`src/rtl/tpw_defs.svh`:
```
// Notes on behaviour
// - Mode 8 tops at capture, 9 at compare A.
// - Dual slope counts zero to TOP and back.
// - Count stays at TOP exactly one tick.
// - Frequency-correct modes load compares and overflow at zero.
// - Capture or compare A flag set at TOP.
// - Match flag set when count equals compare.
// - Dual slope: action 10 clears up, sets down.
// - Action 01 toggles A in PWM modes only in 8 to 11, 14 and 15.
// - Action 00 leaves pin under port control.
// - Non-PWM: 01 toggles, 10 clears, 11 sets.
// - Fast PWM: 10 clears at match, sets at TOP.
// - Fast PWM compare equal TOP: act only at TOP.
// - Connected action overrides port; direction enables driver.
// - Dual slope: zero holds low, TOP holds high.
// - Control A layout; bits 3:2 read zero.
// - Counter advances only on timer tick.
// - Tick divides clock by 1, 8, 64, 256, 1024.
// - Control B bits 4:3 hold upper mode bits.
// - Modes 10 and 11 load compares at TOP.
`ifndef TPW_DEFS_SVH
`define TPW_DEFS_SVH

// ****************************************************************
// Register map
// ****************************************************************
`define TPW_ADDR_CTRL_A 3'h0
`define TPW_ADDR_CTRL_B 3'h1
`define TPW_ADDR_COUNT 3'h2
`define TPW_ADDR_CMP_A 3'h3
`define TPW_ADDR_CMP_B 3'h4
`define TPW_ADDR_CAPTOP 3'h5
`define TPW_ADDR_FLAGS 3'h6

`define TPW_CA_ACT_A 7:6
`define TPW_CA_ACT_B 5:4
`define TPW_CA_MODE_LO 1:0
`define TPW_CA_RSVD 3:2
`define TPW_CB_MODE_HI 4:3
`define TPW_CB_CLKSEL 2:0
`define TPW_FLG_OVF 0
`define TPW_FLG_CMPA 1
`define TPW_FLG_CMPB 2
`define TPW_FLG_CAPT 3

`define TPW_CTRL_A_RST 8'h00
`define TPW_CTRL_B_RST 5'h00
`define TPW_WORD_RST 16'h0000
`define TPW_FLAGS_RST 4'h0

// ****************************************************************
// Waveform modes, actions and fixed TOP values
// ****************************************************************
`define TPW_MODE_NORMAL 4'h0
`define TPW_MODE_PC8 4'h1
`define TPW_MODE_PC9 4'h2
`define TPW_MODE_PC10 4'h3
`define TPW_MODE_CTC_A 4'h4
`define TPW_MODE_FP8 4'h5
`define TPW_MODE_FP9 4'h6
`define TPW_MODE_FP10 4'h7
`define TPW_MODE_PFC_CAP 4'h8
`define TPW_MODE_PFC_A 4'h9
`define TPW_MODE_PC_CAP 4'ha
`define TPW_MODE_PC_A 4'hb
`define TPW_MODE_CTC_CAP 4'hc
`define TPW_MODE_FP_CAP 4'he
`define TPW_MODE_FP_A 4'hf

`define TPW_ACT_OFF 2'h0
`define TPW_ACT_TOGGLE 2'h1
`define TPW_ACT_CLEAR 2'h2
`define TPW_ACT_SET 2'h3

`define TPW_TOP_8BIT 16'h00ff
`define TPW_TOP_9BIT 16'h01ff
`define TPW_TOP_10BIT 16'h03ff
`define TPW_TOP_MAX 16'hffff
`define TPW_BOTTOM 16'h0000
`define TPW_ONE 16'h0001

// ****************************************************************
// Prescaler
// ****************************************************************
`define TPW_CS_DIV1 3'h1
`define TPW_CS_DIV8 3'h2
`define TPW_CS_DIV64 3'h3
`define TPW_CS_DIV256 3'h4
`define TPW_CS_DIV1024 3'h5
`define TPW_PS_MASK_8 10'h007
`define TPW_PS_MASK_64 10'h03f
`define TPW_PS_MASK_256 10'h0ff
`define TPW_PS_MASK_1024 10'h3ff
`define TPW_PS_RST 10'h000

`endif

```
`src/rtl/tpw_pkg.sv`:
```
`include "tpw_defs.svh"

package tpw_pkg;

  typedef enum logic {TPW_UP, TPW_DOWN} tpw_dir_t;
  typedef enum logic [1:0] {TPW_CL_NONPWM, TPW_CL_FAST, TPW_CL_DUAL, TPW_CL_RSVD} tpw_class_t;
  typedef enum logic [1:0] {TPW_UPD_NOW, TPW_UPD_TOP, TPW_UPD_BOTTOM} tpw_upd_t;

  typedef struct packed {
    logic [9:0] div;
    logic tick;
  } tpw_pre_t;

  typedef struct packed {
    logic [15:0] buffer;
    logic [15:0] active;
    logic oc;
  } tpw_chan_t;

  typedef struct packed {
    logic [7:0] ctrl_a;
    logic [4:0] ctrl_b;
    logic [15:0] count;
    tpw_dir_t dir;
    logic [15:0] capture_top;
    logic [3:0] flags;
    logic [15:0] rdata;
    logic pin_a;
    logic pin_a_oe;
    logic pin_b;
    logic pin_b_oe;
  } tpw_main_t;

  function automatic tpw_class_t tpw_class_of(input logic [3:0] mode);
    case (mode)
      `TPW_MODE_NORMAL, `TPW_MODE_CTC_A, `TPW_MODE_CTC_CAP: tpw_class_of = TPW_CL_NONPWM;
      `TPW_MODE_FP8, `TPW_MODE_FP9, `TPW_MODE_FP10, `TPW_MODE_FP_CAP, `TPW_MODE_FP_A: tpw_class_of = TPW_CL_FAST;
      `TPW_MODE_PC8, `TPW_MODE_PC9, `TPW_MODE_PC10, `TPW_MODE_PFC_CAP, `TPW_MODE_PFC_A,
      `TPW_MODE_PC_CAP, `TPW_MODE_PC_A: tpw_class_of = TPW_CL_DUAL;
      default: tpw_class_of = TPW_CL_RSVD;
    endcase
  endfunction : tpw_class_of

  function automatic tpw_upd_t tpw_upd_of(input logic [3:0] mode);
    if (mode == `TPW_MODE_PFC_CAP || mode == `TPW_MODE_PFC_A)
      tpw_upd_of = TPW_UPD_BOTTOM;
    else if (tpw_class_of(mode) == TPW_CL_NONPWM || tpw_class_of(mode) == TPW_CL_RSVD)
      tpw_upd_of = TPW_UPD_NOW;
    else
      tpw_upd_of = TPW_UPD_TOP;
  endfunction : tpw_upd_of

  function automatic logic [15:0] tpw_top_of(input logic [3:0] mode, input logic [15:0] cap,
                                             input logic [15:0] cmp_a);
    case (mode)
      `TPW_MODE_PC8, `TPW_MODE_FP8: tpw_top_of = `TPW_TOP_8BIT;
      `TPW_MODE_PC9, `TPW_MODE_FP9: tpw_top_of = `TPW_TOP_9BIT;
      `TPW_MODE_PC10, `TPW_MODE_FP10: tpw_top_of = `TPW_TOP_10BIT;
      `TPW_MODE_CTC_A, `TPW_MODE_PFC_A, `TPW_MODE_PC_A, `TPW_MODE_FP_A: tpw_top_of = cmp_a;
      `TPW_MODE_PFC_CAP, `TPW_MODE_PC_CAP, `TPW_MODE_CTC_CAP, `TPW_MODE_FP_CAP: tpw_top_of = cap;
      default: tpw_top_of = `TPW_TOP_MAX;
    endcase
  endfunction : tpw_top_of

  function automatic logic tpw_cap_is_top(input logic [3:0] mode);
    tpw_cap_is_top = (mode == `TPW_MODE_PFC_CAP) || (mode == `TPW_MODE_PC_CAP) ||
                     (mode == `TPW_MODE_CTC_CAP) || (mode == `TPW_MODE_FP_CAP);
  endfunction : tpw_cap_is_top

endpackage : tpw_pkg

```
`src/rtl/tpw_prescaler.sv`:
```
`timescale 1ns/1ps
`include "tpw_defs.svh"

module tpw_prescaler (
  // Clock and reset
  input wire logic mclk,
  input wire logic reset,
  // Divider select and tick
  input wire logic [2:0] clk_sel,
  output logic tick
);

  tpw_pkg::tpw_pre_t st_reg;
  tpw_pkg::tpw_pre_t st_next;

  // The divider runs free, so changing the ratio never waits for a long count to drain.
  always_comb
  begin
    st_next = st_reg;
    st_next.div = 10'(st_reg.div + 10'h001);
    case (clk_sel)
      `TPW_CS_DIV1: st_next.tick = 1'b1;
      `TPW_CS_DIV8: st_next.tick = (st_reg.div & `TPW_PS_MASK_8) == `TPW_PS_MASK_8;
      `TPW_CS_DIV64: st_next.tick = (st_reg.div & `TPW_PS_MASK_64) == `TPW_PS_MASK_64;
      `TPW_CS_DIV256: st_next.tick = (st_reg.div & `TPW_PS_MASK_256) == `TPW_PS_MASK_256;
      `TPW_CS_DIV1024: st_next.tick = (st_reg.div & `TPW_PS_MASK_1024) == `TPW_PS_MASK_1024;
      default: st_next.tick = 1'b0;
    endcase
  end

  always_ff @(posedge mclk)
  begin
    if (reset)
      st_reg <= '{div: `TPW_PS_RST, tick: 1'b0};
    else
      st_reg <= st_next;
  end

  assign tick = st_reg.tick;
endmodule : tpw_prescaler

```
`src/rtl/tpw_compare_ch.sv`:
```
`timescale 1ns/1ps
`include "tpw_defs.svh"

module tpw_compare_ch #(
  parameter logic CHAN_A = 1'b0
) (
  // Clock and reset
  input wire logic mclk,
  input wire logic reset,
  // Software write
  input wire logic wr_en,
  input wire logic [15:0] wr_data,
  // Counter view
  input wire logic tick,
  input wire logic [3:0] mode,
  input wire logic [1:0] action,
  input wire logic [15:0] count,
  input wire logic [15:0] top,
  input wire logic slope_up,
  input wire logic at_top,
  input wire logic at_bottom,
  // Channel results
  output logic [15:0] active_val,
  output logic [15:0] buf_val,
  output logic oc,
  output logic drives,
  output logic hit
);

  tpw_pkg::tpw_chan_t st_reg;
  tpw_pkg::tpw_chan_t st_next;
  tpw_pkg::tpw_class_t cls;
  tpw_pkg::tpw_upd_t upd;
  logic toggle_ok;

  assign cls = tpw_pkg::tpw_class_of(mode);
  assign upd = tpw_pkg::tpw_upd_of(mode);
  assign hit = tick && count == st_reg.active;
  assign toggle_ok = (cls == tpw_pkg::TPW_CL_NONPWM) ||
                     (CHAN_A && (mode == `TPW_MODE_FP_CAP || mode == `TPW_MODE_FP_A)) ||
                     (CHAN_A && mode >= `TPW_MODE_PFC_CAP && mode <= `TPW_MODE_PC_A);
  // Action 01 where no toggle exists leaves the pin with the port, like action 00.
  assign drives = action != `TPW_ACT_OFF && !(action == `TPW_ACT_TOGGLE && !toggle_ok);

  always_comb
  begin
    st_next = st_reg;
    if (wr_en)
    begin
      st_next.buffer = wr_data;
      if (upd == tpw_pkg::TPW_UPD_NOW)
        st_next.active = wr_data;
    end
    if (tick && ((upd == tpw_pkg::TPW_UPD_TOP && at_top) || (upd == tpw_pkg::TPW_UPD_BOTTOM && at_bottom)))
      st_next.active = st_reg.buffer;
    if (action == `TPW_ACT_TOGGLE && toggle_ok && hit)
      st_next.oc = !st_reg.oc;
    else if (action[1])
    begin
      unique case (cls)
        tpw_pkg::TPW_CL_NONPWM:
          if (hit)
            st_next.oc = action[0];
        tpw_pkg::TPW_CL_FAST:
          if (tick && at_top)
            st_next.oc = !action[0];
          else if (hit && st_reg.active != top)
            st_next.oc = action[0];
        tpw_pkg::TPW_CL_DUAL:
          if (hit)
            st_next.oc = slope_up ? action[0] : !action[0];
        tpw_pkg::TPW_CL_RSVD:
          st_next.oc = st_reg.oc;
      endcase
    end
  end

  always_ff @(posedge mclk)
  begin
    if (reset)
      st_reg <= '{buffer: `TPW_WORD_RST, active: `TPW_WORD_RST, oc: 1'b0};
    else
      st_reg <= st_next;
  end

  assign active_val = st_reg.active;
  assign buf_val = st_reg.buffer;
  assign oc = st_reg.oc;

endmodule : tpw_compare_ch

```
`src/rtl/tpw_top.sv`:
```
// The strobed register port and the placing of the registers were decided locally.
`timescale 1ns/1ps
`include "tpw_defs.svh"

module tpw_top (
  // Clock and reset
  input wire logic mclk,
  input wire logic reset,
  // Register port
  input wire logic [2:0] reg_addr,
  input wire logic [15:0] reg_wdata,
  input wire logic reg_wr,
  input wire logic reg_rd,
  output logic [15:0] reg_rdata,
  // Port fallback levels and pin directions
  input wire logic port_a_data,
  input wire logic port_b_data,
  input wire logic out_pin_direction_a,
  input wire logic out_pin_direction_b,
  // Compare output pins
  output logic compare_out_a,
  output logic compare_out_a_oe,
  output logic compare_out_b,
  output logic compare_out_b_oe
);

  // ****************************************************************
  // State and decode
  // ****************************************************************
  tpw_pkg::tpw_main_t st_reg;
  tpw_pkg::tpw_main_t st_next;
  tpw_pkg::tpw_class_t cls;
  logic [3:0] waveform_mode_sel;
  logic [1:0] out_a_action;
  logic [1:0] out_b_action;
  logic [15:0] top_val;
  logic timer_tick;
  logic at_top;
  logic at_bottom;
  logic slope_up;
  logic wr_cmp_a;
  logic wr_cmp_b;
  logic [15:0] cmp_a_active;
  logic [15:0] cmp_a_buf;
  logic [15:0] cmp_b_active;
  logic [15:0] cmp_b_buf;
  logic oc_a;
  logic oc_b;
  logic drives_a;
  logic drives_b;
  logic hit_a;
  logic hit_b;
  logic [3:0] flag_set;
  logic [3:0] flag_clr;

  assign waveform_mode_sel = {st_reg.ctrl_b[`TPW_CB_MODE_HI], st_reg.ctrl_a[`TPW_CA_MODE_LO]};
  assign out_a_action = st_reg.ctrl_a[`TPW_CA_ACT_A];
  assign out_b_action = st_reg.ctrl_a[`TPW_CA_ACT_B];
  assign cls = tpw_pkg::tpw_class_of(waveform_mode_sel);
  assign top_val = tpw_pkg::tpw_top_of(waveform_mode_sel, st_reg.capture_top, cmp_a_active);
  assign at_top = st_reg.count == top_val;
  assign at_bottom = st_reg.count == `TPW_BOTTOM;
  // Zero counts as the rising slope and TOP as the falling one, so the extreme compare
  // values settle to a steady level instead of glitching once a period.
  assign slope_up = at_bottom || (!at_top && st_reg.dir == tpw_pkg::TPW_UP);
  assign wr_cmp_a = reg_wr && reg_addr == `TPW_ADDR_CMP_A;
  assign wr_cmp_b = reg_wr && reg_addr == `TPW_ADDR_CMP_B;

  // ****************************************************************
  // Tick source and compare channels
  // ****************************************************************
  tpw_prescaler u_prescaler (
    .mclk(mclk),
    .reset(reset),
    .clk_sel(st_reg.ctrl_b[`TPW_CB_CLKSEL]),
    .tick(timer_tick)
  );

  tpw_compare_ch #(.CHAN_A(1'b1)) u_chan_a (
    .mclk(mclk),
    .reset(reset),
    .wr_en(wr_cmp_a),
    .wr_data(reg_wdata),
    .tick(timer_tick),
    .mode(waveform_mode_sel),
    .action(out_a_action),
    .count(st_reg.count),
    .top(top_val),
    .slope_up(slope_up),
    .at_top(at_top),
    .at_bottom(at_bottom),
    .active_val(cmp_a_active),
    .buf_val(cmp_a_buf),
    .oc(oc_a),
    .drives(drives_a),
    .hit(hit_a)
  );

  tpw_compare_ch #(.CHAN_A(1'b0)) u_chan_b (
    .mclk(mclk),
    .reset(reset),
    .wr_en(wr_cmp_b),
    .wr_data(reg_wdata),
    .tick(timer_tick),
    .mode(waveform_mode_sel),
    .action(out_b_action),
    .count(st_reg.count),
    .top(top_val),
    .slope_up(slope_up),
    .at_top(at_top),
    .at_bottom(at_bottom),
    .active_val(cmp_b_active),
    .buf_val(cmp_b_buf),
    .oc(oc_b),
    .drives(drives_b),
    .hit(hit_b)
  );

  // ****************************************************************
  // Flag events
  // ****************************************************************
  always_comb
  begin
    flag_set = `TPW_FLAGS_RST;
    flag_set[`TPW_FLG_CMPA] = hit_a;
    flag_set[`TPW_FLG_CMPB] = hit_b;
    flag_set[`TPW_FLG_CAPT] = timer_tick && at_top && tpw_pkg::tpw_cap_is_top(waveform_mode_sel);
    unique case (cls)
      tpw_pkg::TPW_CL_NONPWM: flag_set[`TPW_FLG_OVF] = timer_tick && st_reg.count == `TPW_TOP_MAX;
      tpw_pkg::TPW_CL_FAST: flag_set[`TPW_FLG_OVF] = timer_tick && at_top;
      tpw_pkg::TPW_CL_DUAL: flag_set[`TPW_FLG_OVF] = timer_tick && at_bottom;
      tpw_pkg::TPW_CL_RSVD: flag_set[`TPW_FLG_OVF] = 1'b0;
    endcase
  end

  assign flag_clr = (reg_wr && reg_addr == `TPW_ADDR_FLAGS) ? reg_wdata[3:0] : `TPW_FLAGS_RST;

  // ****************************************************************
  // Next state
  // ****************************************************************
  always_comb
  begin
    st_next = st_reg;
    if (reg_wr)
    begin
      unique case (reg_addr)
        `TPW_ADDR_CTRL_A:
        begin
          st_next.ctrl_a = reg_wdata[7:0];
          st_next.ctrl_a[`TPW_CA_RSVD] = 2'h0;
        end
        `TPW_ADDR_CTRL_B: st_next.ctrl_b = reg_wdata[4:0];
        `TPW_ADDR_CAPTOP: st_next.capture_top = reg_wdata;
        default: st_next.ctrl_b = st_reg.ctrl_b;
      endcase
    end

    // Counting moves only on the prescaled tick; the rest of the time it holds.
    if (timer_tick)
    begin
      unique case (cls)
        tpw_pkg::TPW_CL_DUAL:
          if (st_reg.dir == tpw_pkg::TPW_UP)
          begin
            // A count above a lowered TOP turns round at once rather than running to wrap.
            if (st_reg.count >= top_val)
            begin
              st_next.dir = tpw_pkg::TPW_DOWN;
              if (!at_bottom)
                st_next.count = 16'(st_reg.count - `TPW_ONE);
            end
            else
              st_next.count = 16'(st_reg.count + `TPW_ONE);
          end
          else if (at_bottom)
          begin
            st_next.dir = tpw_pkg::TPW_UP;
            st_next.count = 16'(st_reg.count + `TPW_ONE);
          end
          else
            st_next.count = 16'(st_reg.count - `TPW_ONE);
        tpw_pkg::TPW_CL_NONPWM, tpw_pkg::TPW_CL_FAST:
        begin
          st_next.dir = tpw_pkg::TPW_UP;
          st_next.count = (st_reg.count >= top_val) ? `TPW_BOTTOM : 16'(st_reg.count + `TPW_ONE);
        end
        tpw_pkg::TPW_CL_RSVD: st_next.count = st_reg.count;
      endcase
    end

    // A flag raised in the cycle software clears it survives the clear.
    st_next.flags = (st_reg.flags & ~flag_clr) | flag_set;

    st_next.rdata = `TPW_WORD_RST;
    if (reg_rd)
    begin
      unique case (reg_addr)
        `TPW_ADDR_CTRL_A: st_next.rdata = {8'h00, st_reg.ctrl_a};
        `TPW_ADDR_CTRL_B: st_next.rdata = {11'h000, st_reg.ctrl_b};
        `TPW_ADDR_COUNT: st_next.rdata = st_reg.count;
        `TPW_ADDR_CMP_A: st_next.rdata = cmp_a_buf;
        `TPW_ADDR_CMP_B: st_next.rdata = cmp_b_buf;
        `TPW_ADDR_CAPTOP: st_next.rdata = st_reg.capture_top;
        `TPW_ADDR_FLAGS: st_next.rdata = {12'h000, st_reg.flags};
        default: st_next.rdata = `TPW_WORD_RST;
      endcase
    end

    // The pin sees the compare level only while the channel is connected.
    st_next.pin_a = drives_a ? oc_a : port_a_data;
    st_next.pin_b = drives_b ? oc_b : port_b_data;
    st_next.pin_a_oe = out_pin_direction_a;
    st_next.pin_b_oe = out_pin_direction_b;
  end

  always_ff @(posedge mclk)
  begin
    if (reset)
      st_reg <= '{ctrl_a: `TPW_CTRL_A_RST, ctrl_b: `TPW_CTRL_B_RST, count: `TPW_WORD_RST,
                  dir: tpw_pkg::TPW_UP, capture_top: `TPW_WORD_RST, flags: `TPW_FLAGS_RST,
                  rdata: `TPW_WORD_RST, pin_a: 1'b0, pin_a_oe: 1'b0, pin_b: 1'b0, pin_b_oe: 1'b0};
    else
      st_reg <= st_next;
  end

  assign reg_rdata = st_reg.rdata;
  assign compare_out_a = st_reg.pin_a;
  assign compare_out_a_oe = st_reg.pin_a_oe;
  assign compare_out_b = st_reg.pin_b;
  assign compare_out_b_oe = st_reg.pin_b_oe;
endmodule : tpw_top

```
`config.mk`:
```
export PLATFORM = sky130hd
export DESIGN_NAME = tpw_top
export DESIGN_NICKNAME = d
export VERILOG_FILES = /design/src/rtl/tpw_pkg.sv /design/src/rtl/tpw_prescaler.sv /design/src/rtl/tpw_compare_ch.sv /design/src/rtl/tpw_top.sv
export VERILOG_INCLUDE_DIRS = /design/src /design/src/rtl
export SDC_FILE = /design/constraint.sdc
export NUM_CORES = 1
export LEC_CHECK = 0
export ABC_AREA = 1
export ABC_CLOCK_PERIOD_IN_PS = 5690
export BUFFER_PORTS_ARGS = -buffer_cell sky130_fd_sc_hd__buf_2
export CAP_MARGIN = 20
export CELL_PAD_IN_SITES_DETAIL_PLACEMENT = 0
export CELL_PAD_IN_SITES_GLOBAL_PLACEMENT = 1
export CORE_MARGIN = 3
export CORE_UTILIZATION = 49
export CTS_BUF_LIST = sky130_fd_sc_hd__clkbuf_8
export DETAILED_ROUTE_END_ITERATION = 6
export GPL_ROUTABILITY_DRIVEN = 0
export PLACE_DENSITY = 0.95
export SYNTH_ARGS = -nofsm -noshare
export SYNTH_HDL_FRONTEND = slang
export SYNTH_SLANG_ARGS = --single-unit
```
`constraint.sdc`:
```
create_clock -name mclk -period 5.69 [get_ports mclk]
set_input_delay 0.2845 -clock mclk [delete_from_list [all_inputs] [get_ports mclk]]
set_output_delay 0.2845 -clock mclk [all_outputs]
set_load 0.02 [all_outputs]
```
Word level (Yosys, flattened, before mapping) --
Memories as Yosys holds them, arrays and structs flattened. Index checks and enable logic that the tools add are counted.
Word-level totals: logic and storage cells 227, memory bits (writable) 0, bits in latches 0, bits of input ports 27, ROM bits 224, output and inout port bits 20, flip-flop bits (word level) 145, memories kept 7
Cells by class: $mul 0, equal/unequal tests 61, reduce and logical (&&, ||, !) cells 82, bitwise logic cells 6, multiplexer cells 46, magnitude comparators 3, add/subtract/negate cells 3, divide/modulo/power cells 0, shift operators 0
Memory list:
- (no name shown) | depth 16, bits a word 2, read ports 1, clocked after Yosys merged registers in 0, write ports 0, RTL line tpw_pkg.sv:35 | case (mode)
- (no name shown) | depth 16, bits a word 2, read ports 1, clocked after Yosys merged registers in 0, write ports 0, RTL line tpw_pkg.sv:35
- (no name shown) | depth 16, bits a word 2, read ports 1, clocked after Yosys merged registers in 0, write ports 0, RTL line tpw_pkg.sv:35
- (no name shown) | depth 16, bits a word 2, read ports 1, clocked after Yosys merged registers in 0, write ports 0, RTL line tpw_pkg.sv:35
- (no name shown) | depth 16, bits a word 2, read ports 1, clocked after Yosys merged registers in 0, write ports 0, RTL line tpw_pkg.sv:35
- (no name shown) | depth 16, bits a word 2, read ports 1, clocked after Yosys merged registers in 0, write ports 0, RTL line tpw_pkg.sv:35
- +1 memories
Operator list (count):
- $mux 16 | 10
- $pmux 16 s7 | 1
- $pmux 16 s5 | 1
- $eq 16x16->1 | 3
- $ne 16x16->1 | 2
- $pmux 16 s2 | 1
- $eq 4x4->1 const B | 7
- $logic_and 1x1->1 | 27
- $eq 2x2->1 const B | 10
- $mux 1 | 20
- $eq 3x3->1 const B | 6
- $reduce_bool 2->1 | 9
- $mux 17 | 1
- $add 16x1->16 const B | 1
- $eq 16x16->1 const B | 1
- $eq 4x3->1 const B | 4
- $ge 16x16->1 | 1
- $logic_not 16->1 | 1
- $sub 16x1->16 const B | 1
- $eq 2x1->1 const B | 7
- $logic_not 2->1 | 7
- $eq 3x2->1 const B | 4
- $logic_or 1x1->1 | 12
- $mux 2 | 6
- 30 further kinds | 58

Longest topological paths before layout --
depth in word-level cells 13, mapped depth 24, depth with buffers taken out 23

Hierarchy --
From an unflattened synthesis, not the netlist that was laid out.
Unflattened totals: cells, all modules 1556, area total of the unflattened synthesis 9723.1 µm²
Modules (own cells, without submodules):
- tpw_top | area an instance 4665.7 µm², times used 1, cells each 687, seq. area each 1361.3 µm²
- tpw_compare_ch at u_chan_a | area an instance 2329.7 µm², times used 1, cells each 415, seq. area each 660.6 µm²
- tpw_compare_ch at u_chan_b | area an instance 2218.4 µm², times used 1, cells each 382, seq. area each 660.6 µm²
- tpw_prescaler | area an instance 509.2 µm², times used 1, cells each 72, seq. area each 220.2 µm²

Least setup slack after synthesis --
Ideal clock, no wire load.
path type flip-flop to flip-flop, start register st_reg[60] in the netlist's numbering, end register u_chan_b.st_reg (netlist bit u_chan_b.active_val[8]), data required time 5.558 ns, path slack 2.931 ns, setup time 0.132 ns, buffers on the path 2, clock period less this slack 2.759 ns, arrival time 2.627 ns, cell stages (with the launch flop) 24, path through dfxtp_1 inv_1 nor2_2 nand2_4 nand2_4 nand2_4 buf_6 nand3_1 inv_1 ha_1 nand2_1 inv_1 nand3_1 nor2_1 nand2_1 inv_1 nand3_1 o21ai_1 nand2_2 o21ai_2 inv_2 buf_2 nand2_1 a21oi_1
Between the ends: cells in the longest elaborated chain, start to end 12, elaborated cells on any way between the ends 42, classes of those cells eq/ne (18); mux (6); reduce/logical (16); memory (2)
RTL lines:
- start: declaration | RTL line tpw_top.sv:30 | tpw_pkg::tpw_main_t st_reg;
- start signal: assignment | RTL line tpw_top.sv:219 | st_reg <= '{ctrl_a: `TPW_CTRL_A_RST, ctrl_b: `TPW_CTRL_B_RST, count: `TPW_WORD_RST,
- start signal: assignment | RTL line tpw_top.sv:223 | st_reg <= st_next;
- $mem_v2 16x2
- $mux 2 | RTL line tpw_pkg.sv:45 | if (mode == `TPW_MODE_PFC_CAP || mode == `TPW_MODE_PFC_A)
- $eq 2x2->1 or $logic_not 2->1 (tied branches) | RTL line tpw_pkg.sv:47 | else if (tpw_class_of(mode) == TPW_CL_NONPWM || tpw_class_of(mode) == TPW_CL_RSVD)
- $logic_or 1x1->1 | RTL line tpw_pkg.sv:47
- $mux 1 | RTL line tpw_pkg.sv:47
- $mux 2 | RTL line tpw_pkg.sv:45
- $eq 2x1->1 or $eq 2x2->1 (tied branches) | RTL line tpw_compare_ch.sv:54 | if (tick && ((upd == tpw_pkg::TPW_UPD_TOP && at_top) || (upd == tpw_pkg::TPW_UPD_BOTTOM && at_bottom)))
- $logic_and 1x1->1 | RTL line tpw_compare_ch.sv:54
- $logic_or 1x1->1 | RTL line tpw_compare_ch.sv:54
- $logic_and 1x1->1 | RTL line tpw_compare_ch.sv:54
- $reduce_bool 2->1 (no line)
- $reduce_and 2->1 (no line)
- end signal: assignment | RTL line tpw_compare_ch.sv:81 | st_reg <= '{buffer: `TPW_WORD_RST, active: `TPW_WORD_RST, oc: 1'b0};
- end signal: assignment | RTL line tpw_compare_ch.sv:83 | st_reg <= st_next;
- end: declaration | RTL line tpw_compare_ch.sv:30 | tpw_pkg::tpw_chan_t st_reg;
Parallel ways exist; a longest one is shown, timed or not. The select of a mux whose other input is x is not followed. A chain may end at the register's enable or synchronous reset.

Final worst setup path --
start register st_reg[63] in the netlist's numbering, end register u_chan_b.st_reg (netlist bit u_chan_b.active_val[9])
Same word-level chain as after synthesis.

==> impl_metrics.prom <==
# TYPE chip_impl_metric gauge
chip_impl_metric{name="worst_skew_pair.late_latency",unit="ps"} 460
chip_impl_metric{name="timing.final.crit_period",unit="ps"} 4410
chip_impl_metric{name="grtUsageMet3",unit="%"} 5.59
chip_impl_metric{name="cts.repair_timing.setup_buffer_count",unit=""} 0
chip_impl_metric{name="synth_sequential_area_ratio",unit="%"} 31.6
chip_impl_metric{name="initial_antenna_violation_count",unit=""} 0
chip_impl_metric{name="netlist-cell-type-count",unit=""} 43
chip_impl_metric{name="chip_width",unit="µm"} 143
chip_impl_metric{name="async_flop_share",unit="%"} 0
chip_impl_metric{name="routed-via-count",unit=""} 9637
chip_impl_metric{name="antenna-diode-count",unit=""} 0
chip_impl_metric{name="detailedPlacementHpwl",unit="mm"} 22.6
chip_impl_metric{name="clk_transition_reported_paths",unit="ps"} 90
chip_impl_metric{name="timing.final.crit_share",unit="%"} 77.5
chip_impl_metric{name="ctsHoldBuffers",unit=""} 1
chip_impl_metric{name="leakage",unit="nW"} 4.12
chip_impl_metric{name="first_global_vias",unit=""} 8781
chip_impl_info{name="hold_path_class",value="in2reg"} 1
chip_impl_metric{name="die_area",unit="mm²"} 0.0204
chip_impl_metric{name="setup_slack_after_placement",unit="ps"} 1450
chip_impl_metric{name="timing.max_cap.violations",unit=""} 0
chip_impl_metric{name="post_route_cells_drive_above_1_share",unit="%"} 8.19
chip_impl_metric{name="nets",unit=""} 1469
chip_impl_metric{name="tritoncts_num_sinks",unit=""} 145
chip_impl_info{name="rsz0062_at_grt",value="false"} 1
chip_impl_metric{name="timing_max_transition_violations_final",unit=""} 0
chip_impl_metric{name="fin_worst_skew",unit="ps"} 15.5
chip_impl_metric{name="ys_seq_elements",unit=""} 145
chip_impl_metric{name="gr-usage-met1",unit="%"} 39.4
chip_impl_metric{name="core_region_area",unit="mm²"} 0.0182
chip_impl_metric{name="min_path_cells",unit=""} 3
chip_impl_metric{name="synth_warnings",unit=""} 0
chip_impl_info{name="failed_checks",value="DRC"} 1
chip_impl_metric{name="critical_path.max_fanout",unit=""} 48
chip_impl_metric{name="totalNegativeSetupSlack",unit="ps"} 0
chip_impl_metric{name="setup_viol_count_final",unit=""} 0
chip_impl_metric{name="tightestPinTransition",unit="ps"} 1040
chip_impl_info{name="clk_root_buffer_cell",value="sky130_fd_sc_hd__clkbuf_8"} 1
chip_impl_metric{name="number_of_clock_buffers_inserted_by_tritoncts",unit=""} 17
chip_impl_metric{name="cp.required",unit="ps"} 6000
chip_impl_metric{name="postSynthCellCount",unit=""} 1424
chip_impl_metric{name="worst_case_reg_to_reg_path_depth",unit=""} 21
chip_impl_info{name="tritoncts_clock_tree",value="built"} 1
chip_impl_metric{name="p_per_area",unit="mW/mm²"} 241
chip_impl_metric{name="reg2reg_slack",unit="ps"} 1280
chip_impl_metric{name="maxClockFrequency",unit="GHz"} 0.227
chip_impl_metric{name="timing_hold_violations_final",unit=""} 0
chip_impl_metric{name="fillCellCount",unit=""} 1834
chip_impl_info{name="synth_top_flop_cell",value="sky130_fd_sc_hd__dfxtp_1"} 1
chip_impl_metric{name="grt_util_all_layers",unit="%"} 29.2
chip_impl_metric{name="globalRouteOverflowTotal",unit=""} 0
chip_impl_metric{name="worst_ep_arrival_time",unit="ps"} 4720
chip_impl_metric{name="irDropWorstVdd",unit="mV"} 0.178
chip_impl_metric{name="detailedRoute.firstIterationViolations",unit=""} 971
chip_impl_metric{name="start_util",unit="%"} 50.4
chip_impl_metric{name="layout_setup_ws",unit="ps"} 1280
chip_impl_metric{name="viasPerCell",unit=""} 5.81
chip_impl_info{name="setup.worst_path.class",value="reg2reg"} 1
chip_impl_metric{name="drc_errors",unit=""} 1
chip_impl_metric{name="totalWireLength",unit="mm"} 29.7
chip_impl_info{name="endpoint_kind",value="flop"} 1
chip_impl_metric{name="numPortBuffers",unit=""} 46
chip_impl_info{name="result_of_the_run",value="complete, but fails checks"} 1
chip_impl_metric{name="ctsHtreeMaxLevel",unit=""} 4
chip_impl_metric{name="relative_slew_margins",unit="%"} 29.9
chip_impl_metric{name="global_route.usage.met2",unit="%"} 45.3
chip_impl_info{name="start_kind",value="flop"} 1
chip_impl_metric{name="synthesized_netlist_net_count",unit=""} 1477
chip_impl_metric{name="postRouteAntennaNets",unit=""} 0
chip_impl_metric{name="grt_start_max_net_pins",unit=""} 57
chip_impl_metric{name="dr.pass1.iters",unit=""} 7
chip_impl_metric{name="netlist_area",unit="mm²"} 0.00918
chip_impl_metric{name="largest_register_ffs",unit=""} 44
chip_impl_metric{name="first_pass_grt_wire_length",unit="mm"} 47.3
chip_impl_info{name="grt-busiest-layer",value="met2"} 1
chip_impl_metric{name="clockBufferDepth",unit=""} 2
chip_impl_metric{name="avgSynthCellArea",unit="µm²"} 6.45
chip_impl_metric{name="ctsResizeCount",unit=""} 0
chip_impl_metric{name="dieHeight",unit="µm"} 143
chip_impl_metric{name="post_synth_edffs",unit=""} 0
chip_impl_metric{name="ioPinCount",unit=""} 47
chip_impl_metric{name="std_cell_rows",unit=""} 49
chip_impl_metric{name="flow.area_growth_from_synthesis",unit="%"} 6.05
chip_impl_metric{name="drt-wirelength-per-cell",unit="µm"} 17.9
==> metal layers <==
metal	routed length [µm]	part of all wire (%)	up-vias
met3	2430	8.2	103
met5	0	0	-
met2	12800	43	484
met1	13000	44	4346
met4	1480	5.0	0
li1	-	-	4704
==> path summary, 6_finish.rpt <==
check	startpoint	endpoint
worst min-delay path	out_pin_direction_a	compare_out_a_oe
worst min register to register	u_prescaler.st_reg[1]	u_prescaler.st_reg[1]
worst max register to register	st_reg[63]	u_chan_b.active_val[9]
worst max-delay path	st_reg[63]	u_chan_b.active_val[9]
==> worst max-delay path, stage by stage (launching register included) <==
cell                      delay (ps)
sky130_fd_sc_hd__dfxtp_1         440
sky130_fd_sc_hd__inv_2            90
sky130_fd_sc_hd__nand2_2          80
sky130_fd_sc_hd__nand2_2         210
sky130_fd_sc_hd__nand2_4         280
sky130_fd_sc_hd__nand2_4         310
sky130_fd_sc_hd__nand3_1         220
sky130_fd_sc_hd__inv_1            60
sky130_fd_sc_hd__ha_1            280
sky130_fd_sc_hd__nand2_1          50
sky130_fd_sc_hd__inv_1            80
sky130_fd_sc_hd__nand3_1          80
sky130_fd_sc_hd__nor2_1          210
sky130_fd_sc_hd__nand2_1         160
sky130_fd_sc_hd__inv_1           140
sky130_fd_sc_hd__nand3_1          80
sky130_fd_sc_hd__o21ai_1         150
sky130_fd_sc_hd__nand2_2         390
sky130_fd_sc_hd__o21ai_2         430
sky130_fd_sc_hd__inv_2           280
sky130_fd_sc_hd__nand2_1         130
sky130_fd_sc_hd__a21oi_1          70
==> where the power goes <==
group,switching (mW),internal [mW],leakage [nW]
Combinational,0.256,0.114,2.72
Sequential,0.0333,1.04,1.18
Clock,0.454,0.448,0.217
Total,0.743,1.60,4.12
==> through the flow <==
stage               hold slack, ps  cell area [µm²]  cells  total power, mW  utilization [%]
CTS                           7.68             9740   1658             2.36             53.5
global route                  37.9             9740   1658             2.45             53.5
finish                        37.1             9740   1658             2.35             53.5
detailed placement             437             9300   1625             1.46             51.1
global placement               426             9300   1625             1.45             51.1
floorplan                      391             9180   1424             1.36                -
==> cells in the mapped netlist, types with 5 or more instances <==
master / n / share of area (%)
sky130_fd_sc_hd__a21oi_1: 132 / 7.2
sky130_fd_sc_hd__a221oi_1: 10 / 0.95
sky130_fd_sc_hd__buf_2: 19 / 1.0
sky130_fd_sc_hd__buf_4: 20 / 1.6
sky130_fd_sc_hd__buf_6: 5 / 0.61
sky130_fd_sc_hd__clkbuf_1: 32 / 1.3
sky130_fd_sc_hd__dfxtp_1: 145 / 32
sky130_fd_sc_hd__ha_1: 26 / 3.5
sky130_fd_sc_hd__inv_1: 155 / 6.3
sky130_fd_sc_hd__inv_2: 10 / 0.41
sky130_fd_sc_hd__nand2_1: 302 / 12
sky130_fd_sc_hd__nand2_2: 6 / 0.41
sky130_fd_sc_hd__nand3_1: 86 / 4.7
sky130_fd_sc_hd__nand4_1: 50 / 3.4
sky130_fd_sc_hd__nor2_1: 170 / 6.9
sky130_fd_sc_hd__nor3_1: 23 / 1.3
sky130_fd_sc_hd__nor4_1: 7 / 0.48
sky130_fd_sc_hd__o21ai_0: 107 / 5.8
sky130_fd_sc_hd__o21ai_1: 11 / 0.60
sky130_fd_sc_hd__o22ai_1: 27 / 1.8
sky130_fd_sc_hd__xor2_1: 29 / 2.8
==> final cells by class <==
| cell class | instances | area [µm²] | area share (%) |
|---|---|---|---|
| clock buffer | 17 | 234 | 2.40 |
| tap | 229 | 287 | 2.94 |
| multi-input combinational | 1032 | 5210 | 53.5 |
| sequential | 145 | 2900 | 29.8 |
| timing repair buffer | 50 | 263 | 2.70 |
| clock inverter | 15 | 198 | 2.03 |
| inverter | 170 | 643 | 6.60 |
==> cells by family (layout without fill, tap and decap cells) <==
kind of cell	count (synthesis)	in the layout	synth area share (%)
adder cells (fa/ha/maj)	26	26	3.54
buffers and inverters	247	252	11.6
AO/OA/AOI/OAI	309	309	18.3
flip-flops	145	145	31.6
AND/OR/NAND/NOR	665	665	31.8
XOR/XNOR	32	32	3.05
==> cell usage in the layout (no fill, tap or decap), types with 4 or more instances in the layout <==
cell type                     n
sky130_fd_sc_hd__xor2_1      29
sky130_fd_sc_hd__nor3_2       4
sky130_fd_sc_hd__a21oi_1    132
sky130_fd_sc_hd__a31oi_1      4
sky130_fd_sc_hd__nand2_4      4
sky130_fd_sc_hd__ha_1        26
sky130_fd_sc_hd__nand4_1     50
sky130_fd_sc_hd__a221oi_1    10
sky130_fd_sc_hd__nor2_1     170
sky130_fd_sc_hd__buf_2       46
sky130_fd_sc_hd__o21ai_0    107
sky130_fd_sc_hd__nor4_1       7
sky130_fd_sc_hd__dfxtp_1    145
sky130_fd_sc_hd__inv_1      154
sky130_fd_sc_hd__nor3_1      23
sky130_fd_sc_hd__nand2_1    302
sky130_fd_sc_hd__nand3_1     86
sky130_fd_sc_hd__clkinv_1     4
sky130_fd_sc_hd__nand2_2      6
sky130_fd_sc_hd__o22ai_1     27
sky130_fd_sc_hd__a2111oi_0    4
sky130_fd_sc_hd__clkbuf_8    17
sky130_fd_sc_hd__clkinv_4     4
sky130_fd_sc_hd__o21ai_1     11
sky130_fd_sc_hd__o2111ai_1    4
sky130_fd_sc_hd__inv_2       10
No activity file was read; power rests on OpenSTA's default activity.
